### config.mk
export PLATFORM = sky130hd
export DESIGN_NAME = hdt_terminal
export DESIGN_NICKNAME = d
export VERILOG_FILES = /design/src/rtl/hdt_debounce.v /design/src/rtl/hdt_keypad.v /design/src/rtl/hdt_terminal.v
export VERILOG_INCLUDE_DIRS = /design/src /design/src/shared
export SDC_FILE = /design/constraint.sdc
export NUM_CORES = 1
export LEC_CHECK = 0
export BUFFER_PORTS_ARGS = -buffer_cell sky130_fd_sc_hd__buf_4
export CAP_MARGIN = 20
export CORE_ASPECT_RATIO = 2
export CORE_MARGIN = 3
export CORE_UTILIZATION = 40
export CTS_BUF_LIST = sky130_fd_sc_hd__clkbuf_16
export CTS_CLUSTER_DIAMETER = 30
export DETAILED_ROUTE_END_ITERATION = 10
export GPL_ROUTABILITY_DRIVEN = 0
export PLACE_DENSITY = 0.59
export SLEW_MARGIN = 30
export SYNTH_ARGS = -nofsm -noshare
export SYNTH_HDL_FRONTEND = slang
export SYNTH_HIERARCHICAL = 1
export SYNTH_SLANG_ARGS = --single-unit
### constraint.sdc
create_clock -name mclk -period 3.9 [get_ports mclk]
set_input_delay 1.17 -clock mclk [delete_from_list [all_inputs] [get_ports mclk]]
set_output_delay 1.17 -clock mclk [all_outputs]
set_load 0.05 [all_outputs]
### src/shared/hdt_defines.vh
`ifndef HDT_DEFINES_VH
`define HDT_DEFINES_VH

// ----------------------------------------
// Selector encoding
// ----------------------------------------
`define HDT_SEL_W 8
`define HDT_SEL_INVERT 8'h64
`define HDT_SEL_MAX 8'h20

// ----------------------------------------
// Input function codes
// ----------------------------------------
`define HDT_IN_ACC0 8'h01
`define HDT_IN_ACC1 8'h02
`define HDT_IN_SPD0 8'h03
`define HDT_IN_SPD1 8'h04
`define HDT_IN_SPD2 8'h05
`define HDT_IN_FWD 8'h07
`define HDT_IN_REV 8'h08
`define HDT_IN_3WIRE 8'h09
`define HDT_IN_FRST 8'h0d
`define HDT_IN_EXTRST 8'h0e
`define HDT_IN_ESTOP 8'h1d
`define HDT_IN_PULL_UP 8'h1e
`define HDT_IN_PULL_DN 8'h1f
`define HDT_IN_BRAKE_FB 8'h20

// ----------------------------------------
// Output function codes
// ----------------------------------------
`define HDT_OUT_SELFTEST 8'h01
`define HDT_OUT_FAULT 8'h02
`define HDT_OUT_RUN 8'h03
`define HDT_OUT_FREQ 8'h04
`define HDT_OUT_ZERO 8'h06
`define HDT_OUT_BUS 8'h07
`define HDT_OUT_BRAKE 8'h10
`define HDT_OUT_ANTIADH 8'h1d
`define HDT_OUT_LIFTBRK 8'h1e
`define HDT_OUT_BRKSTART 8'h1f

// ----------------------------------------
// Timing
// ----------------------------------------
`define HDT_CLK_HZ 40000000
`define HDT_STARTUP_S 5
`define HDT_STARTUP_CYC (`HDT_STARTUP_S * `HDT_CLK_HZ)
`define HDT_DEBOUNCE_CYC 16'h9c40
`define HDT_FLASH_CYC 24'h989680

`endif

### src/rtl/hdt_debounce.v
`timescale 1ns/1ps
module hdt_debounce #(
    parameter WIDTH = 8,
    parameter CNT_W = 16,
    parameter [CNT_W-1:0] STABLE = 16'h9c40
) (
    // Clock and reset
    input wire mclk,
    input wire reset_n,
    // Raw pins and filtered levels
    input wire [WIDTH-1:0] raw,
    output reg [WIDTH-1:0] clean
);
    reg [WIDTH-1:0] sync_a;
    reg [WIDTH-1:0] sync_b;
    reg [CNT_W-1:0] cnt [0:WIDTH-1];
    integer i;

    // Two-stage synchroniser; only sync_b is read downstream
    always @(posedge mclk or negedge reset_n) begin
        if (!reset_n) begin
            sync_a <= {WIDTH{1'b0}};
            sync_b <= {WIDTH{1'b0}};
        end else begin
            sync_a <= raw;
            sync_b <= sync_a;
        end
    end

    // A level must hold STABLE cycles before it is accepted
    always @(posedge mclk or negedge reset_n) begin
        if (!reset_n) begin
            clean <= {WIDTH{1'b0}};
            for (i = 0; i < WIDTH; i = i + 1) begin
                cnt[i] <= {CNT_W{1'b0}};
            end
        end else begin
            for (i = 0; i < WIDTH; i = i + 1) begin
                if (sync_b[i] == clean[i]) begin
                    cnt[i] <= {CNT_W{1'b0}};
                end else if (cnt[i] >= STABLE - 1'b1) begin
                    cnt[i] <= {CNT_W{1'b0}};
                    clean[i] <= sync_b[i];
                end else begin
                    cnt[i] <= cnt[i] + 1'b1;
                end
            end
        end
    end
endmodule // hdt_debounce

### src/rtl/hdt_keypad.v
`timescale 1ns/1ps
module hdt_keypad (
    // Clock and reset
    input wire mclk,
    input wire reset_n,
    // Debounced key levels
    input wire [8:0] keys_in,
    // One-cycle press pulses
    output reg [8:0] key_press
);
    reg [8:0] prev;

    // Rising edge of each debounced key gives one pulse
    always @(posedge mclk or negedge reset_n) begin
        if (!reset_n) begin
            prev <= 9'h000;
            key_press <= 9'h000;
        end else begin
            prev <= keys_in;
            key_press <= keys_in & ~prev;
        end
    end
endmodule // hdt_keypad

### src/rtl/hdt_terminal.v
// Functional notes
// - Eight inputs each have function selector
// - Selector zero input asserts nothing
// - Codes 1,2 drive accel profile bits
// - Codes 3-5 drive speed index bits
// - Code 7 up, code 8 down
// - 9 three-wire, 13 fault reset, 14 external
// - 29 estop, 30/31 pull mode, 32 brake
// - Hundred-prefix input acts normally closed
// - Six outputs each have function selector
// - Selector zero output never active
// - Outputs 1 selftest, 2 fault, 3 running
// - Outputs 4 freq, 6 zero-speed, 7 bus
// - Outputs 16,29,30,31 brake related statuses
// - Hundred-prefix output is inverted
// - Active picks relay or pulls low
// - Two relays and four open-collector channels
// - Four lamps show run, direction, source, fault
// - Run-dim key dims or runs locally
// - Stop-brighten key brightens or stops locally
// - Source toggle switches local and remote
// - Enter descends, escape ascends menu levels
// - Monitoring appears five seconds after power
`timescale 1ns/1ps
`include "hdt_defines.vh"
module hdt_terminal #(
    parameter [31:0] STARTUP_CYC = `HDT_STARTUP_CYC,
    parameter [15:0] DEBOUNCE_CYC = `HDT_DEBOUNCE_CYC,
    parameter [23:0] FLASH_CYC = `HDT_FLASH_CYC
) (
    // Clock and reset
    input wire mclk,
    input wire reset_n,
    // Input terminals and their selectors
    input wire [7:0] term_in,
    input wire [63:0] input_function_selectors,
    // Output selectors
    input wire [47:0] output_function_selectors,
    // Drive status
    input wire stat_selftest_ok,
    input wire stat_fault,
    input wire stat_warning,
    input wire stat_running,
    input wire stat_dir_up,
    input wire stat_freq_reached,
    input wire stat_zero_speed,
    input wire stat_bus_ok,
    input wire stat_brake,
    input wire stat_antiadh,
    input wire stat_lift_brake,
    input wire stat_brake_start,
    // Panel keys: right,left,inc,dec,enter,esc,run_dim,stop_brighten,source_toggle
    input wire [8:0] panel_keys,
    // Decoded commands
    output reg [1:0] accel_select,
    output reg [2:0] speed_select,
    output reg cmd_fwd,
    output reg cmd_rev,
    output reg three_wire,
    output reg fault_reset,
    output reg ext_fault_reset,
    output reg emergency_stop,
    output reg pull_rise,
    output reg pull_decline,
    output reg brake_feedback,
    // Panel commands and state
    output reg panel_run,
    output reg command_source_select,
    output reg dim_pulse,
    output reg brighten_pulse,
    output reg [3:0] panel_state,
    // Output terminals: relays high = energised, OC oe high = pulling low
    output reg [1:0] relay_drive,
    output reg [3:0] oc_out,
    output reg [3:0] oc_oe,
    // Lamps
    output reg run_lamp,
    output reg direction_lamp,
    output reg local_remote_lamp,
    output reg fault_lamp
);
    // ----------------------------------------
    // States and helpers
    // ----------------------------------------
    localparam ST_BOOT = 4'b0001;
    localparam ST_MON = 4'b0010;
    localparam ST_FSEL = 4'b0100;
    localparam ST_FUNC = 4'b1000;
    localparam K_ENTER = 4;
    localparam K_ESC = 5;
    localparam K_RUN = 6;
    localparam K_STOP = 7;
    localparam K_SRC = 8;

    wire [7:0] pin_clean;
    wire [8:0] key_clean;
    wire [8:0] key_press;
    reg [31:0] boot_cnt;
    reg [23:0] flash_cnt;
    reg flash;
    reg [3:0] next_state;
    reg [31:0] in_act;
    reg [5:0] next_out;
    reg [7:0] code;
    reg [7:0] ocode;
    integer t, u;
    wire [11:0] stat_vec = {2'b00, stat_brake_start, stat_lift_brake, stat_antiadh, stat_brake,
        stat_bus_ok, stat_zero_speed, stat_freq_reached, stat_running, stat_fault,
        stat_selftest_ok};

    // Strip the hundreds prefix; any value outside both ranges is no function
    function [7:0] base_code;
        input [7:0] s;
        begin
            if (s >= `HDT_SEL_INVERT && s <= `HDT_SEL_INVERT + `HDT_SEL_MAX) begin
                base_code = s - `HDT_SEL_INVERT;
            end else if (s <= `HDT_SEL_MAX) begin
                base_code = s;
            end else begin
                base_code = 8'h00;
            end
        end
    endfunction
    function is_inverted;
        input [7:0] s;
        begin
            is_inverted = (s >= `HDT_SEL_INVERT) && (s <= `HDT_SEL_INVERT + `HDT_SEL_MAX);
        end
    endfunction

    // ----------------------------------------
    // Input conditioning
    // ----------------------------------------
    hdt_debounce #(.WIDTH(8), .CNT_W(16), .STABLE(DEBOUNCE_CYC)) u_pin_db (
        .mclk(mclk),
        .reset_n(reset_n),
        .raw(term_in),
        .clean(pin_clean)
    );

    hdt_debounce #(.WIDTH(9), .CNT_W(16), .STABLE(DEBOUNCE_CYC)) u_key_db (
        .mclk(mclk),
        .reset_n(reset_n),
        .raw(panel_keys),
        .clean(key_clean)
    );

    hdt_keypad u_keys (
        .mclk(mclk),
        .reset_n(reset_n),
        .keys_in(key_clean),
        .key_press(key_press)
    );

    // ----------------------------------------
    // Input function decode
    // ----------------------------------------
    // Functions OR together when several terminals share one code
    always @* begin
        in_act = 32'h0000_0000;
        code = 8'h00;
        for (t = 0; t < 8; t = t + 1) begin
            code = base_code(input_function_selectors[t*8 +: 8]);
            if (code != 8'h00 &&
                (pin_clean[t] ^ is_inverted(input_function_selectors[t*8 +: 8]))) begin
                in_act[code[4:0] - 5'd1] = 1'b1;
            end
        end
    end

    // Slot n-1 holds code n; code 32 wraps to slot 31
    always @(posedge mclk or negedge reset_n) begin
        if (!reset_n) begin
            {accel_select, speed_select, cmd_fwd, cmd_rev, three_wire, fault_reset,
                ext_fault_reset, emergency_stop, pull_rise, pull_decline,
                brake_feedback} <= 14'h0000;
        end else begin
            accel_select <= in_act[1:0];
            speed_select <= in_act[4:2];
            cmd_fwd <= in_act[6];
            cmd_rev <= in_act[7];
            three_wire <= in_act[8];
            fault_reset <= in_act[12];
            ext_fault_reset <= in_act[13];
            emergency_stop <= in_act[28];
            pull_rise <= in_act[29];
            pull_decline <= in_act[30];
            brake_feedback <= in_act[31];
        end
    end

    // ----------------------------------------
    // Output function select
    // ----------------------------------------
    function status_of;
        input [7:0] c;
        input [11:0] st;
        begin
            case (c)
                `HDT_OUT_SELFTEST: status_of = st[0];
                `HDT_OUT_FAULT: status_of = st[1];
                `HDT_OUT_RUN: status_of = st[2];
                `HDT_OUT_FREQ: status_of = st[3];
                `HDT_OUT_ZERO: status_of = st[4];
                `HDT_OUT_BUS: status_of = st[5];
                `HDT_OUT_BRAKE: status_of = st[6];
                `HDT_OUT_ANTIADH: status_of = st[7];
                `HDT_OUT_LIFTBRK: status_of = st[8];
                `HDT_OUT_BRKSTART: status_of = st[9];
                default: status_of = 1'b0;
            endcase
        end
    endfunction

    // Unused selectors stay released even with the prefix set;
    // an all-ones status vector reads back 1 only for assigned codes
    always @* begin
        next_out = 6'b000000;
        ocode = 8'h00;
        for (u = 0; u < 6; u = u + 1) begin
            ocode = base_code(output_function_selectors[u*8 +: 8]);
            if (status_of(ocode, 12'hfff)) begin
                next_out[u] = status_of(ocode, stat_vec) ^
                    is_inverted(output_function_selectors[u*8 +: 8]);
            end
        end
    end

    // Channels 0-1 are relays, 2-5 are open collectors
    always @(posedge mclk or negedge reset_n) begin
        if (!reset_n) begin
            relay_drive <= 2'b00;
            oc_out <= 4'h0;
            oc_oe <= 4'h0;
        end else begin
            relay_drive <= next_out[1:0];
            oc_out <= 4'h0;
            oc_oe <= next_out[5:2];
        end
    end

    // ----------------------------------------
    // Panel state machine
    // ----------------------------------------
    // Boot counter runs once after reset
    always @(posedge mclk or negedge reset_n) begin
        if (!reset_n) begin
            boot_cnt <= 32'h0000_0000;
        end else if (panel_state == ST_BOOT) begin
            boot_cnt <= boot_cnt + 32'h0000_0001;
        end
    end

    always @* begin
        next_state = panel_state;
        case (panel_state)
            ST_BOOT: begin
                if (boot_cnt >= STARTUP_CYC - 32'h0000_0001) begin
                    next_state = ST_MON;
                end
            end
            ST_MON: begin
                if (key_press[K_ENTER]) begin
                    next_state = ST_FSEL;
                end
            end
            ST_FSEL: begin
                if (key_press[K_ENTER]) begin
                    next_state = ST_FUNC;
                end else if (key_press[K_ESC]) begin
                    next_state = ST_MON;
                end
            end
            ST_FUNC: begin
                if (key_press[K_ESC]) begin
                    next_state = ST_FSEL;
                end
            end
            default: next_state = ST_BOOT;
        endcase
    end

    // Keys act only after start-up so stray presses do not start the hoist
    always @(posedge mclk or negedge reset_n) begin
        if (!reset_n) begin
            panel_state <= ST_BOOT;
            panel_run <= 1'b0;
            command_source_select <= 1'b0;
            dim_pulse <= 1'b0;
            brighten_pulse <= 1'b0;
        end else begin
            panel_state <= next_state;
            dim_pulse <= key_press[K_RUN] && panel_state == ST_MON && !command_source_select;
            brighten_pulse <= key_press[K_STOP] && panel_state == ST_MON &&
                !command_source_select;
            if (panel_state != ST_BOOT && key_press[K_SRC]) begin
                command_source_select <= ~command_source_select;
                panel_run <= 1'b0;
            end else if (command_source_select && key_press[K_STOP]) begin
                panel_run <= 1'b0;
            end else if (command_source_select && key_press[K_RUN] && !stat_fault) begin
                panel_run <= 1'b1;
            end
        end
    end

    // ----------------------------------------
    // Lamps
    // ----------------------------------------
    always @(posedge mclk or negedge reset_n) begin
        if (!reset_n) begin
            flash_cnt <= 24'h000000;
            flash <= 1'b0;
        end else if (flash_cnt >= FLASH_CYC - 24'h000001) begin
            flash_cnt <= 24'h000000;
            flash <= ~flash;
        end else begin
            flash_cnt <= flash_cnt + 24'h000001;
        end
    end

    // Fault or warning overrides run; in local mode the panel run latch also lights the run lamp
    always @(posedge mclk or negedge reset_n) begin
        if (!reset_n) begin
            {run_lamp, direction_lamp, local_remote_lamp, fault_lamp} <= 4'h0;
        end else begin
            run_lamp <= !(stat_fault || stat_warning) &&
                (stat_running || (command_source_select && panel_run));
            direction_lamp <= stat_running && stat_dir_up;
            local_remote_lamp <= command_source_select;
            fault_lamp <= (stat_fault || stat_warning) && flash;
        end
    end
endmodule // hdt_terminal

## After elaboration in Yosys (flattened, before gate mapping)

Memory sizes are Yosys's and may differ from the RTL's.
Index checks and enable logic that the tools add are counted.
Widths: inputs -> output; s select.

| storage, ports and cells | value |
|---|---|
| input bits | 143 |
| output and inout port bits | 36 |
| memories kept | 6 |
| memory bits (read-only) | 192 |
| logic and storage cells | 517 |
| flip-flop bits (word level) | 430 |

| cells by class | value |
|---|---|
| reductions and logical operators | 80 |
| bitwise operators | 42 |
| magnitude comparators | 77 |
| add/subtract/negate cells | 41 |
| multiplexer cells | 120 |
| equality and inequality tests | 86 |

Memories:

| memory | words | bits a word | rd ports | clocked after memory_dff | wr ports | RTL line | RTL |
|---|---|---|---|---|---|---|---|
| (name not given) | 32 | 1 | 1 | 0 | 0 | hdt_terminal.v:199 | `case (c)` |
| (name not given) | 32 | 1 | 1 | 0 | 0 | hdt_terminal.v:199 |  |
| (name not given) | 32 | 1 | 1 | 0 | 0 | hdt_terminal.v:199 |  |
| (name not given) | 32 | 1 | 1 | 0 | 0 | hdt_terminal.v:199 |  |
| (name not given) | 32 | 1 | 1 | 0 | 0 | hdt_terminal.v:199 |  |
| (name not given) | 32 | 1 | 1 | 0 | 0 | hdt_terminal.v:199 |  |

Operators with widths:

| operator | count |
|---|---|
| $mux 16 | 34 |
| $add 16x1->16 const B | 17 |
| $ge 16x16->1 const B | 17 |
| $mux 32 | 8 |
| $mux 8 | 28 |
| $or 32x32->32 | 7 |
| $eq 8x5->1 const B | 24 |
| $eq 8x3->1 const B | 18 |
| $ge 8x7->1 const B | 14 |
| $le 8x6->1 const B | 14 |
| $le 8x8->1 const B | 14 |
| $sub 8x7->8 const B | 14 |
| $eq 8x2->1 const B | 12 |
| $reduce_bool 8->1 | 8 |
| $pmux 1 s10 | 6 |
| $eq 8x1->1 const B | 6 |
| $lt 5x6->1 const B | 8 |
| $logic_and 1x1->1 | 42 |
| $demux 1 s5 | 8 |
| $ge 5x1->1 const B | 8 |
| $sub 5x1->5 const B | 8 |
| $reduce_and 2->1 | 17 |
| $add 32x1->32 const B | 1 |
| $ge 32x28->1 const B | 1 |
| 23 further kinds | 112 |

## Logic depth before layout (Yosys ltp)

| logic depth | value |
|---|---|
| depth in word-level cells | 23 |
| gate-level depth with buffers | 13 |
| mapped depth without buffers | 10 |

## Cells and area by module

The synthesis kept the hierarchy.

By module, submodules not included:

| module | instances | cells an instance | area each (um^2) | sequential area each (um^2) |
|---|---|---|---|---|
| hdt_terminal | 1 | 1545 | 11601.1 | 2228.4 |
| hdt_debounce (u_key_db) | 1 | 770 | 7737.4 | 4279.1 |
| hdt_debounce (u_pin_db) | 1 | 687 | 7024.2 | 3803.6 |
| hdt_keypad | 1 | 27 | 574.3 | 450.4 |

## Worst setup path after synthesis

No wires, ideal clock.

| timing path | value |
|---|---|
| kind | input port to flip-flop |
| from | input port input_function_selectors[27] |
| to | register speed_select[1] |
| required time | 3.761 ns |
| setup slack | 0.025 ns |
| buffers on the path | 1 |
| cell stages on the path | 11 |
| data arrival time | 3.736 ns |
| setup time | 0.139 ns |
| path through | clkbuf_1 -> inv_1 -> ha_1 -> or4b_4 -> a211o_4 -> a32o_2 -> o21a_1 -> xnor2_1 -> nand2_1 -> a211oi_1 -> or4_1 |

| on the way | value |
|---|---|
| word-level cells in the longest chain between the ends | 18 |
| elaborated cells on any way between the ends | 26 |
| classes of those cells | add/sub (2); order compare (5); mux (9); bitwise (6); reduce/logical (4) |

Ends and longest elaborated chain:

| element | RTL line | RTL |
|---|---|---|
| from (decl) | hdt_terminal.v:36 | `input wire [63:0] input_function_selectors,` |
| $le 8x6->1 (no line) (tied with other cells) | -- |  |
| $mux 8 or $logic_and 1x1->1 (tied branches) | hdt_terminal.v:117, hdt_terminal.v:127 |  |
| $mux 8 | hdt_terminal.v:115 | `` if (s >= `HDT_SEL_INVERT && s <= `HDT_SEL_INVERT + `HDT_SEL_MAX) begin `` |
| $sub 5x1->5 | hdt_terminal.v:166 | `in_act[code[4:0] - 5'd1] = 1'b1;` |
| $lt 5x6->1 (implied by the code) or $ge 5x1->1 (tied branches) | hdt_terminal.v:166 |  |
| $logic_and 1x1->1 (implied by the code) | hdt_terminal.v:166 |  |
| $mux 1 (implied by the code) | hdt_terminal.v:166 |  |
| $demux 1 s5 | hdt_terminal.v:166 |  |
| (+3 left out) | -- |  |
| $mux 32 (*) | hdt_terminal.v:164 | `if (code != 8'h00 &&` |
| $or 32x32->32 (no line) | -- |  |
| $mux 32 (*) | hdt_terminal.v:164 |  |
| $or 32x32->32 (no line) | -- |  |
| $mux 32 (*) | hdt_terminal.v:164 |  |
| $or 32x32->32 (no line) | -- |  |
| $mux 32 (*) | hdt_terminal.v:164 |  |
| via in_act[3] | hdt_terminal.v:102 | `reg [31:0] in_act;` |
| to (signal assigned) | hdt_terminal.v:179 | `speed_select <= in_act[4:2];` |
| to (decl) | hdt_terminal.v:56 | `output reg [2:0] speed_select,` |

Mark *: on every way through the listed nets, which the timed path passes. The rest lies on a longest branch.
A chain may end at the register's enable or synchronous reset.

## Worst setup path after layout

| timing path | value |
|---|---|
| from | input port input_function_selectors[10] |
| to | register ext_fault_reset |

| on the way | value |
|---|---|
| word-level cells in the longest chain between the ends | 22 |
| elaborated cells on any way between the ends | 30 |
| classes of those cells | add/sub (2); order compare (5); mux (11); bitwise (8); reduce/logical (4) |

Ends and longest elaborated chain:

| element | RTL line | RTL |
|---|---|---|
| $le 8x6->1 (no line) (tied with other cells) | -- |  |
| $mux 8 or $logic_and 1x1->1 (tied branches) | hdt_terminal.v:117, hdt_terminal.v:127 |  |
| $mux 8 | hdt_terminal.v:115 |  |
| $sub 5x1->5 | hdt_terminal.v:166 |  |
| $lt 5x6->1 (implied by the code) or $ge 5x1->1 (tied branches) | hdt_terminal.v:166 |  |
| $logic_and 1x1->1 (implied by the code) | hdt_terminal.v:166 |  |
| $mux 1 (implied by the code) | hdt_terminal.v:166 |  |
| $demux 1 s5 | hdt_terminal.v:166 |  |
| (+7 left out) | -- |  |
| $mux 32 (*) | hdt_terminal.v:164 |  |
| $or 32x32->32 (no line) | -- |  |
| $mux 32 (*) | hdt_terminal.v:164 |  |
| $or 32x32->32 (no line) | -- |  |
| $mux 32 (*) | hdt_terminal.v:164 |  |
| $or 32x32->32 (no line) | -- |  |
| $mux 32 (*) | hdt_terminal.v:164 |  |
| via in_act[13] | hdt_terminal.v:102 |  |
| to (signal assigned) | hdt_terminal.v:184 | `ext_fault_reset <= in_act[13];` |
| to (decl) | hdt_terminal.v:61 | `output reg ext_fault_reset,` |

Marks and branches as above.

==> results.py <==
metrics = {
    "layout": {
        "final_layout_size_suffix_gt1_share_pct": 16.5,
        "fin_cells": 3731,
        "area_delta_synth_final_pct": 20.3,
        "nets": 3129,
    },
    "sta": {
        "tightest_slew_ps": 873,
        "fin_ws_ps": 525,
        "fmax_mhz": 296,
        "fin_setup_tns_ps": 0,
        "slew_headroom_pct": 41.8,
        "period_minus_slack_ps": 3370,
        "rsz0062_at_grt": "no",
        "finalCritPeriodShare_pct": 86.5,
        "slew_viol_final": 0,
        "fin_worst_skew_ps": 19.1,
        "setup_viol": 0,
        "hold_viol_final": 0,
    },
    "route": {
        "dr_total_vias": 21400,
        "drtIter0Drc": 1160,
        "antenna_left": 0,
        "post_drt_wl_per_cell_microns": 16.7,
        "drc": 0,
        "drt_wl_total_microns": 62400,
        "via_per_inst": 5.74,
        "first_pass_iters": 6,
    },
    "global_route": {
        "gr-total-overflow": 0,
        "met3_usage_pct": 2.91,
        "grt_pass1_vias": 21700,
        "antenna_found_initial": 5,
        "use_met2_pct": 38.0,
        "grtUsageTotal_pct": 20.0,
        "use_met1_pct": 21.3,
        "grt_max_degree": 70,
        "grt_most_used_layer": "met2",
        "grt_pass1_wl_microns": 104000,
    },
    "power_and_ir_drop": {
        "power_w": 0.00990,
        "switching_share_pct": 27.3,
        "leakage_nw": 11.8,
        "ir_drop_v": 0.000470,
        "pwr-share-clk_pct": 50.5,
        "p_seq_share_pct": 37.3,
        "intPower_w": 0.00720,
        "combPwrFrac_pct": 12.2,
        "pwr_density_cell_nw_per_um2": 354,
        "switching_power_w": 0.00270,
    },
    "floorplanning": {
        "die_h_microns": 347,
        "die_area_sq_um": 61200,
        "ioPinCount": 179,
        "initial_core_util_pct": 40.6,
        "rows": 124,
        "die_w_microns": 176,
        "fp.coreArea_sq_um": 57200,
    },
    "run": {
        "drv_cap": 0,
    },
    "synth": {
        "synth_area_sq_um": 23200,
        "syn_avg_cell_area_sq_um": 8.69,
        "netlist_instances": 2673,
        "yosysWarningCount": 6,
    },
    "setup_path": {
        "cp_max_fo": 6,
        "r2r-start": "panel_state[0]$_DFFE_PN1P_",
        "crit_start": "input_function_selectors[10]",
        "required_ps": 4350,
        "critical_path_class": "in2reg",
        "start_kind": "input pin",
        "endpoint_kind": "flip-flop",
        "arrival_ps": 3820,
    },
    "cts": {
        "clock-root-buffer": "clkbuf_16",
        "postCtsHoldBufs": 0,
        "cts_setup_buffers": 0,
        "clk_latency_ps": 580,
        "postCtsResizedCells": 0,
        "numCtsBuffers": 51,
        "cts_sinks": 346,
        "cts_tree": "done",
        "clk_pin_slew_ps": 60,
        "cts_buffer_depth": 3,
        "h-tree-depth": 2,
    },
    "outcome": {
        "status": "finished, final reports clean",
    },
    "hold_path": {
        "hold_class": "reg2reg",
        "holdCritStartpoint": "u_key_db/sync_a[8]$_DFF_PN0_",
    },
    "placed_design": {
        "io_buffers": 170,
        "post-place-ws_ps": -43.2,
        "hpwl_microns": 47200,
        "placedCellCount": 3632,
    },
}
==> path summary, 6_finish.rpt <==
check	end	slack, ps	depth (start not counted)
hold reg to reg	u_key_db/sync_b[8]$_DFF_PN0_	350	0
min in group asynchronous	brake_feedback$_DFF_PN0_	570	1
setup / recovery	ext_fault_reset$_DFF_PN0_	530	13
setup reg to reg	boot_cnt[28]$_DFFE_PN0N_	1240	8
hold / removal	u_key_db/sync_b[8]$_DFF_PN0_	350	0
max in group asynchronous	oc_oe[0]$_DFF_PN0_	2510	2
==> flip-flops by register name, indices dropped and copies added, names as in the netlist, 3 cells and up <==
signal,count
boot_cnt,32
flash_cnt,24
oc_oe,4
panel_state,4
speed_select,3
u_key_db/clean,5
u_key_db/cnt,80
u_key_db/sync_a,5
u_key_db/sync_b,5
u_keys/key_press,5
u_keys/prev,5
u_pin_db/clean,8
u_pin_db/cnt,128
u_pin_db/sync_a,8
u_pin_db/sync_b,8
==> cell type report <==
class / count / area [sq um]
fill: 5388 / 29300
multi-input combinational: 2134 / 13800
sequential: 346 / 8660
timing repair buffer: 286 / 2200
clock buffer: 52 / 1300
tap: 756 / 946
clock inverter: 44 / 601
inverter: 110 / 413
antenna: 3 / 7.51
==> stage by stage <==
stage | instance area, sq um | util, % | hold WS [ps]
6_report | 27900 | 48.8 | 351
5_1_grt | 27900 | 48.8 | 370
4_1_cts | 27900 | 48.8 | 353
3_5_place_dp | 26000 | 45.5 | 339
3_3_place_gp | 26000 | 45.4 | 335
2_1_floorplan | 23200 | - | 331
==> layer usage <==
| layer | wire (microns) | vias to the layer above |
|---|---|---|
| li1 | - | 10300 |
| met3 | 2950 | 177 |
| met1 | 23200 | 10400 |
| met4 | 2850 | 4 |
| met2 | 33400 | 561 |
| met5 | 24 | - |
==> cells in the final DEF (no fill, tap or decap), types with 57 or more instances in the layout <==
cell / count
o21ai_0: 82
nand2_1: 181
xor2_1: 86
buf_4: 281
nor2_1: 392
nor4_1: 62
ha_1: 57
xnor2_1: 165
a21oi_1: 88
nor3_1: 87
dfrtp_1: 345
inv_1: 112
nand4_1: 69
nand3_1: 127
==> power by group through the flow <==
| stage | clock [W] | sequential (W) | combinational, W |
|---|---|---|---|
| detailed placement | 0 | 0.00376 | 0.00120 |
| global route | 0.00530 | 0.00370 | 0.00133 |
| finish | 0.00500 | 0.00369 | 0.00121 |
| global placement | 0 | 0.00375 | 0.00116 |
| floorplan | 0 | 0.00378 | 0.000655 |
| CTS | 0.00515 | 0.00369 | 0.00120 |
==> critical path, cell delays in order <==
cell	delay, ps
buf_4	110
inv_1	70
buf_4	150
ha_1	250
nand2b_1	130
o21ai_1	380
nand2_1	220
o21a_1	240
nor3b_1	140
buf_4	140
a32oi_1	220
nand4_1	220
a311o_1	390
(Power assumes the default switching activity.)
